$ cat src/core/evr_params.svh
`ifndef EVR_PARAMS_SVH
`define EVR_PARAMS_SVH
// register locations, word-addressed as printed
`define EVR_ADDR_BEMF_Q 12'h724
`define EVR_ADDR_BEMF_D 12'h726
`define EVR_ADDR_SPEED 12'h734
`define EVR_ADDR_ANGLE 12'h736
// reset value of every readback word
`define EVR_RST_WORD 32'h0000_0000
// fractional bits of the fixed-point scaling
`define EVR_FRAC_BITS 27
`endif

$ cat src/core/evr_pkg.sv
package evr_pkg;
  // one estimator sample, all four words taken together
  typedef struct packed {
    logic [31:0] bemf_q_estimate;
    logic [31:0] bemf_d_estimate;
    logic [31:0] rotor_speed_estimate;
    logic [31:0] rotor_angle_estimate;
  } evr_sample_t;
  // host read request
  typedef struct packed {
    logic valid;
    logic [11:0] addr;
  } evr_rd_req_t;
endpackage : evr_pkg

$ cat src/core/evr_readback.sv
`timescale 1ns/10ps
`include "evr_params.svh"

module evr_readback (
  // clock and reset
  input wire logic I_SYS_CLK,
  input wire logic I_NRST,
  // estimator sample from the algorithm, same clock
  input wire evr_pkg::evr_sample_t I_SAMPLE,
  input wire logic I_SAMPLE_VALID,
  // host read port
  input wire evr_pkg::evr_rd_req_t I_RD_REQ,
  output evr_pkg::evr_rd_req_t O_RD_ECHO,
  output logic [31:0] O_RD_DATA,
  output logic O_RD_VALID,
  output logic O_RD_HIT
);

  // ----------------------------------------------------------------
  // sample holding registers
  // ----------------------------------------------------------------
  evr_pkg::evr_sample_t held;
  evr_pkg::evr_sample_t next_held;

  // all four words load in one edge, so a read sees one whole sample
  // loads need no host traffic at all, the bank runs stand-alone
  always_comb begin
    next_held = held;
    if (I_SAMPLE_VALID) begin
      next_held = I_SAMPLE;
    end
  end

  always_ff @(posedge I_SYS_CLK or negedge I_NRST) begin
    if (!I_NRST) begin
      held <= {4{`EVR_RST_WORD}};
    end else begin
      held <= next_held;
    end
  end

  // ----------------------------------------------------------------
  // read decode
  // ----------------------------------------------------------------
  logic [31:0] next_rd_data;
  logic next_rd_hit;

  // no write path exists, so the words stay read-only by construction
  always_comb begin
    next_rd_data = `EVR_RST_WORD;
    next_rd_hit = 1'b1;
    if (I_RD_REQ.addr == `EVR_ADDR_BEMF_Q) begin
      next_rd_data = held.bemf_q_estimate;
    end else if (I_RD_REQ.addr == `EVR_ADDR_BEMF_D) begin
      next_rd_data = held.bemf_d_estimate;
    end else if (I_RD_REQ.addr == `EVR_ADDR_SPEED) begin
      next_rd_data = held.rotor_speed_estimate;
    end else if (I_RD_REQ.addr == `EVR_ADDR_ANGLE) begin
      next_rd_data = held.rotor_angle_estimate;
    end else begin
      next_rd_hit = 1'b0; // unmapped reads answer zero
    end
    if (!I_RD_REQ.valid) begin
      next_rd_data = `EVR_RST_WORD;
      next_rd_hit = 1'b0;
    end
  end

  always_ff @(posedge I_SYS_CLK or negedge I_NRST) begin
    if (!I_NRST) begin
      O_RD_DATA <= `EVR_RST_WORD;
      O_RD_HIT <= 1'b0;
      O_RD_VALID <= 1'b0;
      O_RD_ECHO <= '0;
    end else begin
      O_RD_DATA <= next_rd_data;
      O_RD_HIT <= next_rd_hit;
      O_RD_VALID <= I_RD_REQ.valid;
      O_RD_ECHO <= I_RD_REQ;
    end
  end

  // ----------------------------------------------------------------
  // checks
  // ----------------------------------------------------------------
  AST_Q_READ: assert property (@(posedge I_SYS_CLK) disable iff (!I_NRST)
    (I_RD_REQ.valid && I_RD_REQ.addr == `EVR_ADDR_BEMF_Q)
      |=> (O_RD_VALID && O_RD_HIT && O_RD_DATA == $past(held.bemf_q_estimate)))
    else $error("q back-emf read wrong");
  AST_D_READ: assert property (@(posedge I_SYS_CLK) disable iff (!I_NRST)
    (I_RD_REQ.valid && I_RD_REQ.addr == `EVR_ADDR_BEMF_D)
      |=> (O_RD_HIT && O_RD_DATA == $past(held.bemf_d_estimate)))
    else $error("d back-emf read wrong");
  AST_SPEED_READ: assert property (@(posedge I_SYS_CLK) disable iff (!I_NRST)
    (I_RD_REQ.valid && I_RD_REQ.addr == `EVR_ADDR_SPEED)
      |=> (O_RD_HIT && O_RD_DATA == $past(held.rotor_speed_estimate)))
    else $error("speed read wrong");
  AST_ANGLE_READ: assert property (@(posedge I_SYS_CLK) disable iff (!I_NRST)
    (I_RD_REQ.valid && I_RD_REQ.addr == `EVR_ADDR_ANGLE)
      |=> (O_RD_HIT && O_RD_DATA == $past(held.rotor_angle_estimate)))
    else $error("angle read wrong");
  // a load in the first cycle after release is legal, so only the release edge is checked
  AST_ZERO_UNTIL_LOAD: assert property (@(posedge I_SYS_CLK) disable iff (!I_NRST)
    $rose(I_NRST) |-> held == '0)
    else $error("word not zero after reset");
  AST_WHOLE_UPDATE: assert property (@(posedge I_SYS_CLK) disable iff (!I_NRST)
    I_SAMPLE_VALID |=> held == $past(I_SAMPLE))
    else $error("sample not loaded whole");
  AST_HOLD: assert property (@(posedge I_SYS_CLK) disable iff (!I_NRST)
    !I_SAMPLE_VALID |=> $stable(held))
    else $error("words changed without update");
  AST_MISS: assert property (@(posedge I_SYS_CLK) disable iff (!I_NRST)
    (I_RD_REQ.valid && !next_rd_hit) |=> (O_RD_VALID && !O_RD_HIT && O_RD_DATA == 32'h0000_0000))
    else $error("unmapped read not zero");

  // ----------------------------------------------------------------
  // read port framing checks
  // ----------------------------------------------------------------
  // the echo lets a host pair each answer with its request
  AST_ECHO: assert property (@(posedge I_SYS_CLK) disable iff (!I_NRST)
    1'b1 |=> (O_RD_ECHO == $past(I_RD_REQ) && O_RD_VALID == $past(I_RD_REQ.valid)))
    else $error("read echo does not follow request");
  // idle cycles must leave the data lines at zero, no stale word leaks out
  AST_NO_REQ_QUIET: assert property (@(posedge I_SYS_CLK) disable iff (!I_NRST)
    !I_RD_REQ.valid |=> (!O_RD_VALID && !O_RD_HIT && O_RD_DATA == 32'h0000_0000))
    else $error("output active without request");
  // a hit is only meaningful together with its valid strobe
  AST_HIT_NEEDS_VALID: assert property (@(posedge I_SYS_CLK) disable iff (!I_NRST)
    O_RD_HIT |-> O_RD_VALID)
    else $error("hit without valid");
  // the algorithm keeps updating with the host silent
  AST_STANDALONE: assert property (@(posedge I_SYS_CLK) disable iff (!I_NRST)
    (I_SAMPLE_VALID && !I_RD_REQ.valid) |=> held == $past(I_SAMPLE))
    else $error("sample lost without host traffic");

  // ----------------------------------------------------------------
  // per-word view for the checks
  // ----------------------------------------------------------------
  // word order follows the sample struct: q, d, speed, angle
  logic [31:0] word_view [4];
  logic [11:0] word_addr [4];

  // word locations in the same order as the view
  assign word_addr[0] = `EVR_ADDR_BEMF_Q;
  assign word_addr[1] = `EVR_ADDR_BEMF_D;
  assign word_addr[2] = `EVR_ADDR_SPEED;
  assign word_addr[3] = `EVR_ADDR_ANGLE;

  // one slice per word; the struct is msb first, so word 0 sits on top
  genvar gi;
  generate
    for (gi = 0; gi < 4; gi++) begin : g_word
      assign word_view[gi] = held[(3 - gi) * 32 +: 32];

      // each word comes out of reset at zero
      AST_WORD_RESET: assert property (@(posedge I_SYS_CLK) disable iff (!I_NRST)
        $rose(I_NRST) |-> word_view[gi] == `EVR_RST_WORD)
        else $error("word not zero after reset");

      // a load moves the whole 32-bit word, never a half
      AST_WORD_LOAD: assert property (@(posedge I_SYS_CLK) disable iff (!I_NRST)
        I_SAMPLE_VALID |=> word_view[gi] == $past(I_SAMPLE[(3 - gi) * 32 +: 32]))
        else $error("word not loaded whole");

      // without a load the word keeps its value
      AST_WORD_HOLD: assert property (@(posedge I_SYS_CLK) disable iff (!I_NRST)
        !I_SAMPLE_VALID |=> $stable(word_view[gi]))
        else $error("word changed without load");

      // a read of this location returns the word as it stood at the taking edge
      AST_WORD_READ: assert property (@(posedge I_SYS_CLK) disable iff (!I_NRST)
        (I_RD_REQ.valid && I_RD_REQ.addr == word_addr[gi])
          |=> (O_RD_VALID && O_RD_HIT && O_RD_DATA == $past(word_view[gi])))
        else $error("word read wrong");
    end
  endgenerate

  // ----------------------------------------------------------------
  // limitations
  // ----------------------------------------------------------------
  // the bank is read-only: the words change only through the sample port,
  // so no host access can tear a word; the price is one cycle of read latency
  // because data is registered before it leaves the block.
  // reads in the load cycle return the old word, which keeps the decode
  // independent of the load path and the output a clean flip-flop.

endmodule : evr_readback

$ cat config.mk
export PLATFORM = sky130hd
export DESIGN_NAME = evr_readback
export DESIGN_NICKNAME = d
export VERILOG_FILES = /design/src/core/evr_pkg.sv /design/src/core/evr_readback.sv
export VERILOG_INCLUDE_DIRS = /design/src /design/src/core
export SDC_FILE = /design/constraint.sdc
export NUM_CORES = 1
export LEC_CHECK = 0
export BUFFER_PORTS_ARGS = -buffer_cell sky130_fd_sc_hd__clkbuf_2
export CAP_MARGIN = 20
export CORE_ASPECT_RATIO = 1.25
export CORE_UTILIZATION = 52
export DETAILED_ROUTE_END_ITERATION = 16
export GPL_TIMING_DRIVEN = 0
export PLACE_DENSITY = 0.8
export RECOVER_POWER = 100
export SLEW_MARGIN = 0
export SYNTH_ARGS = -nofsm -noshare
export SYNTH_HDL_FRONTEND = slang
export SYNTH_SLANG_ARGS = --single-unit
$ cat constraint.sdc
create_clock -name I_SYS_CLK -period 1.25 [get_ports I_SYS_CLK]
set_input_delay 0.25 -clock I_SYS_CLK [delete_from_list [all_inputs] [get_ports I_SYS_CLK]]
set_output_delay 0.25 -clock I_SYS_CLK [all_outputs]
set_load 0.02 [all_outputs]
**After elaboration in Yosys (flattened, before gate mapping)**

Cells that the tools add are included.

- Equality and inequality tests: 4
- Muxes and demuxes: 10

Operators with widths:

| kind | number |
|---|---|
| two-way mux 32 bit | 5 |
| == test 12 x 11 -> 1 bit, second input constant | 4 |
| two-way mux 1 bit | 5 |

- Bits in registers: 174
- Input port bits: 144
- Output and inout port bits: 47

**Depth between registers and ports, before layout**

- Word-level depth: 6
- Mapped depth: 4
- Gate-level depth less buffers: 2

**Least setup slack after synthesis**

OpenSTA, ideal clock, no wires.

- Kind: in2reg
- Start: input I_RD_REQ[1] in the netlist's numbering
- End: register O_RD_DATA[10]
- Library setup time: 0.120 ns
- Data arrival time: 1.182 ns
- Required time: 1.130 ns
- Setup slack: -0.053 ns
- Stages on the path: 4
- Cells stage by stage: buf_6 -> buf_12 -> mux4_2 -> and4_1

- Word-level cells in the longest chain between the ends: 6
- Elaborated cells on any way between the ends: 9
- Those cells by class: eq/ne (4); mux (5)

Ends and longest elaborated chain:

| element | line | source |
|---|---|---|
| start, declared | evr_readback.sv:12 | `input wire evr_pkg::evr_rd_req_t I_RD_REQ,` |
| == test 12 x 11 -> 1 bit (no source line) | n/a |  |
| two-way mux 32 bit | evr_readback.sv:58 | `` end else if (I_RD_REQ.addr == `EVR_ADDR_ANGLE) begin `` |
| two-way mux 32 bit | evr_readback.sv:56 | `` end else if (I_RD_REQ.addr == `EVR_ADDR_SPEED) begin `` |
| two-way mux 32 bit | evr_readback.sv:54 | `` end else if (I_RD_REQ.addr == `EVR_ADDR_BEMF_D) begin `` |
| two-way mux 32 bit * | evr_readback.sv:52 | `` if (I_RD_REQ.addr == `EVR_ADDR_BEMF_Q) begin `` |
| two-way mux 32 bit * | evr_readback.sv:63 | `if (!I_RD_REQ.valid) begin` |
| via next_rd_data[10] | evr_readback.sv:45 | `logic [31:0] next_rd_data;` |
| end signal, assigned | evr_readback.sv:71 | `` O_RD_DATA <= `EVR_RST_WORD; `` |
| end signal, assigned | evr_readback.sv:76 | `O_RD_DATA <= next_rd_data;` |
| end, declared | evr_readback.sv:14 | `output logic [31:0] O_RD_DATA,` |

Mark *: on every way through the listed nets, which the timed path passes. The rest lies on a longest branch.
A chain may end at the register's enable or synchronous reset.

==> results by group <==
Global route
  – First-pass GRT wire length: around 26000 um
  – Number of global-route vias before repair: between 4k and 5k
  – Antenna violations before repair: 0
  – Pin count of the biggest net entering global routing: 90
  – Gr ovfl total: 0
  – GRT Util Overall: between 20% and 30%

Floorplanning
  – FP Rows: between 40 and 50
  – Total core area: about 13000 um2
  – Initial Utilization: about 53%
  – Ports: around 190
  – Die area: about 14000 um2
  – Die X: about 110 um
  – Die H: 132 um

Finish
  – Layout cells sized above 1: 61.9%
  – Final core utilization: approximately two thirds
  – Commonest non-fill, non-tap cell in the layout: clkbuf_2
  – Total Nets Final: about 770
  – Fin area: 9010 um2
  – Filler cells: 935
  – Layout area overhead: 27.9%
  – Ant. Diodes: 0
  – Most frequent cells in the layout: clkbuf_2 (191), dfrtp_1 (174), mux2_2 (127)
  – Area of the multi-input gates: between 2000 and 2500 um2
  – Seq. cell area: about 4400 um2

Clocking
  – CTS Hold Buffers Added: 13
  – Clock Latency Late Sink: approximately 420 ps
  – Clock buffer count from CTS: 17
  – H-tree depth: 4
  – Clock Sinks: 174
  – Clock Tree Buf Depth: 2
  – Worst-path clk slew: about 70 ps
  – Clk Tree Root Cell: clkbuf_16
  – CTS tree: yes
  – Total setup buffers inserted after CTS: 0

Placed design
  – Placement Setup Slack: -635 ps
  – Gp weighted congestion: ~0.79
  – DPL Wire Length: ~11000 um
  – Area after DPL: 8250 um2
  – I/O Buffers: between 150 and 200

Detailed routing
  – Vias per cell: about 5.4
  – Routed length per instance: around 20 um
  – DRC viols: 0
  – Final WL: about 16000 um
  – Detail Route Antenna Nets: 0
  – DRT iter0 DRCs: between 90 and 100
  – Via Count: around 4.4k
  – First-pass DRT Iterations: 6

STA
  – Worst rel slew slack: 54.1%
  – RSZ-0062 raised after global routing: yes
  – Fin. max-slew vios: 0
  – Worst-Margin Slew: between 600 and 700 ps
  – Skew final: about 9 ps
  – Hold slack final: -142 ps
  – Tcrit/Tclk final: 104%
  – Final min period: approximately 1300 ps
  – Final setup viols: 1
  – Setup slack after layout: -51.5 ps
  – Max Clk Rate: between 700 and 800 MHz
  – Hold Fails Final Rpt: between 80 and 90

Yosys
  – Post-Syn Nets: ~550
  – Post-Syn Area: approximately 7000 um2
  – Top-area cell type share of the netlist area: 61.8%
  – Mapped Cells: between 400 and 500
  – Syn Area/Cell: 17.5 um2
  – Synth top area cells: dfrtp_1 (62%), mux2_2 (20%), mux4_2 (9.6%)
  – Flops & latches, synth: 174
  – Synth area leader: dfrtp_1
  – Sequential element share of the synthesized area: between 60% and 70%
  – Synth unique cells: 13
  – Yosys Warn Count: 0

Setup path
  – Crit path DAT: 1050 ps
  – CP Class: register to output pin
  – Worst Path Max Fanout: 2
  – R2r setup slk: around 60 ps
  – Crit start category: register
  – Crit path capture type: output pin
  – Critical Path RT: 1000 ps

Hold path
  – Hold Crit Class: input port to async pin

Power
  – Cell internal pwr: 10.3 mW
  – Seq pwr share: a little under half
  – Clk pwr share: 42.3%
  – Combinational Power Share: around a tenth
  – Max VDD drop: between 800 and 900 uV
  – Leak: between 4 and 5 nW
  – Sw Share: a little under a quarter
  – PwrDens: about 1500 nW/um2
  – Switching power: about 3.1 mW

Status
  – Outcome: complete, but fails checks
  – Violated checks: negative hold slack, negative setup slack

Run
  – Maxcap violations: 0
-- through the flow --
stage	instances	power [mW]	setup TNS [ps]
after floorplan	402	7.18	-2.83
after global placement	762	7.69	-554990
after detailed placement	763	7.80	-42900
after CTS	808	13.5	-101
after global routing	808	13.9	-2990
final	808	13.4	-51.5
-- power groups by stage --
stage / clock network [mW] / logic, mW / registers, mW
after floorplan: 0 / 0.848 / 6.33
after global placement: 0 / 1.34 / 6.35
after detailed placement: 0 / 1.41 / 6.39
after CTS: 5.74 / 1.45 / 6.29
after global routing: 5.99 / 1.54 / 6.34
final: 5.65 / 1.42 / 6.28
-- per-layer routing --
layer / track usage, % / share of wire [%] / vias to the layer above
met3: 7.41 / 6.2 / 32
li1: - / - / 1959
met1: 29.8 / 38 / 2243
met4: 9.80 / 2.2 / 0
met5: 0 / 0 / -
met2: 42.5 / 53 / 161
-- critical path, cell delays in order, from the launching register on --
cell	delay (ps)
dfrtp_1	390
buf_6	120
buf_6	120
-- synthesized netlist by cell type --
cell type	count
buf_2	16
dfrtp_1	174
clkbuf_1	11
buf_4	1
and4bb_2	1
buf_6	1
mux4_2	30
buf_12	3
nor4b_2	1
mux2_2	128
and4_1	32
mux4_1	2
and3_1	2
-- cells by family (layout without fill, tap and decap cells) --
family                 count (synthesis)  count (layout)  synth area share, %
and+or+nand+nor                       36              36                 4.55
muxes                                160             160                 30.8
buffers and inverters                 32             267                 2.84
DFF                                  174             174                 61.8
-- registers in the layout (all words and copies together), names as in the netlist --
register,flops
O_RD_ECHO,12
O_RD_VALID,1
O_RD_DATA,32
O_RD_HIT,1
held,128
-- final cells by class --
type / instances / share of cell area, %
Sequential cell: 174 / 48.3
Multi-Input combinational cell: 196 / 27.7
Clock buffer: 17 / 4.72
Timing Repair Buffer: 203 / 12.1
Clock inverter: 15 / 2.28
Tap cell: 171 / 2.37
Buffer: 32 / 2.44
-- what timing repair did --
action / in CTS / in global routing
gates resized for setup: 1 / 10
cloned: 0 / 0
endpoints found under the setup margin: 31 / 23
hold endpoints to repair: 101 / 88
-- final timing paths --
kind / start / endpoint / cells after the start
hold / removal: I_NRST / held[57] / 1
setup / recovery: O_RD_VALID / O_RD_ECHO[12] / 2
hold reg to reg: held[95] / held[95] / 1
min in group I_SYS_CLK: I_SAMPLE[19] / held[19] / 2
max in group asynchronous: I_NRST / held[31] / 2
setup reg to reg: held[64] / O_RD_DATA[0] / 2
Power figures use the tool's default switching activity.
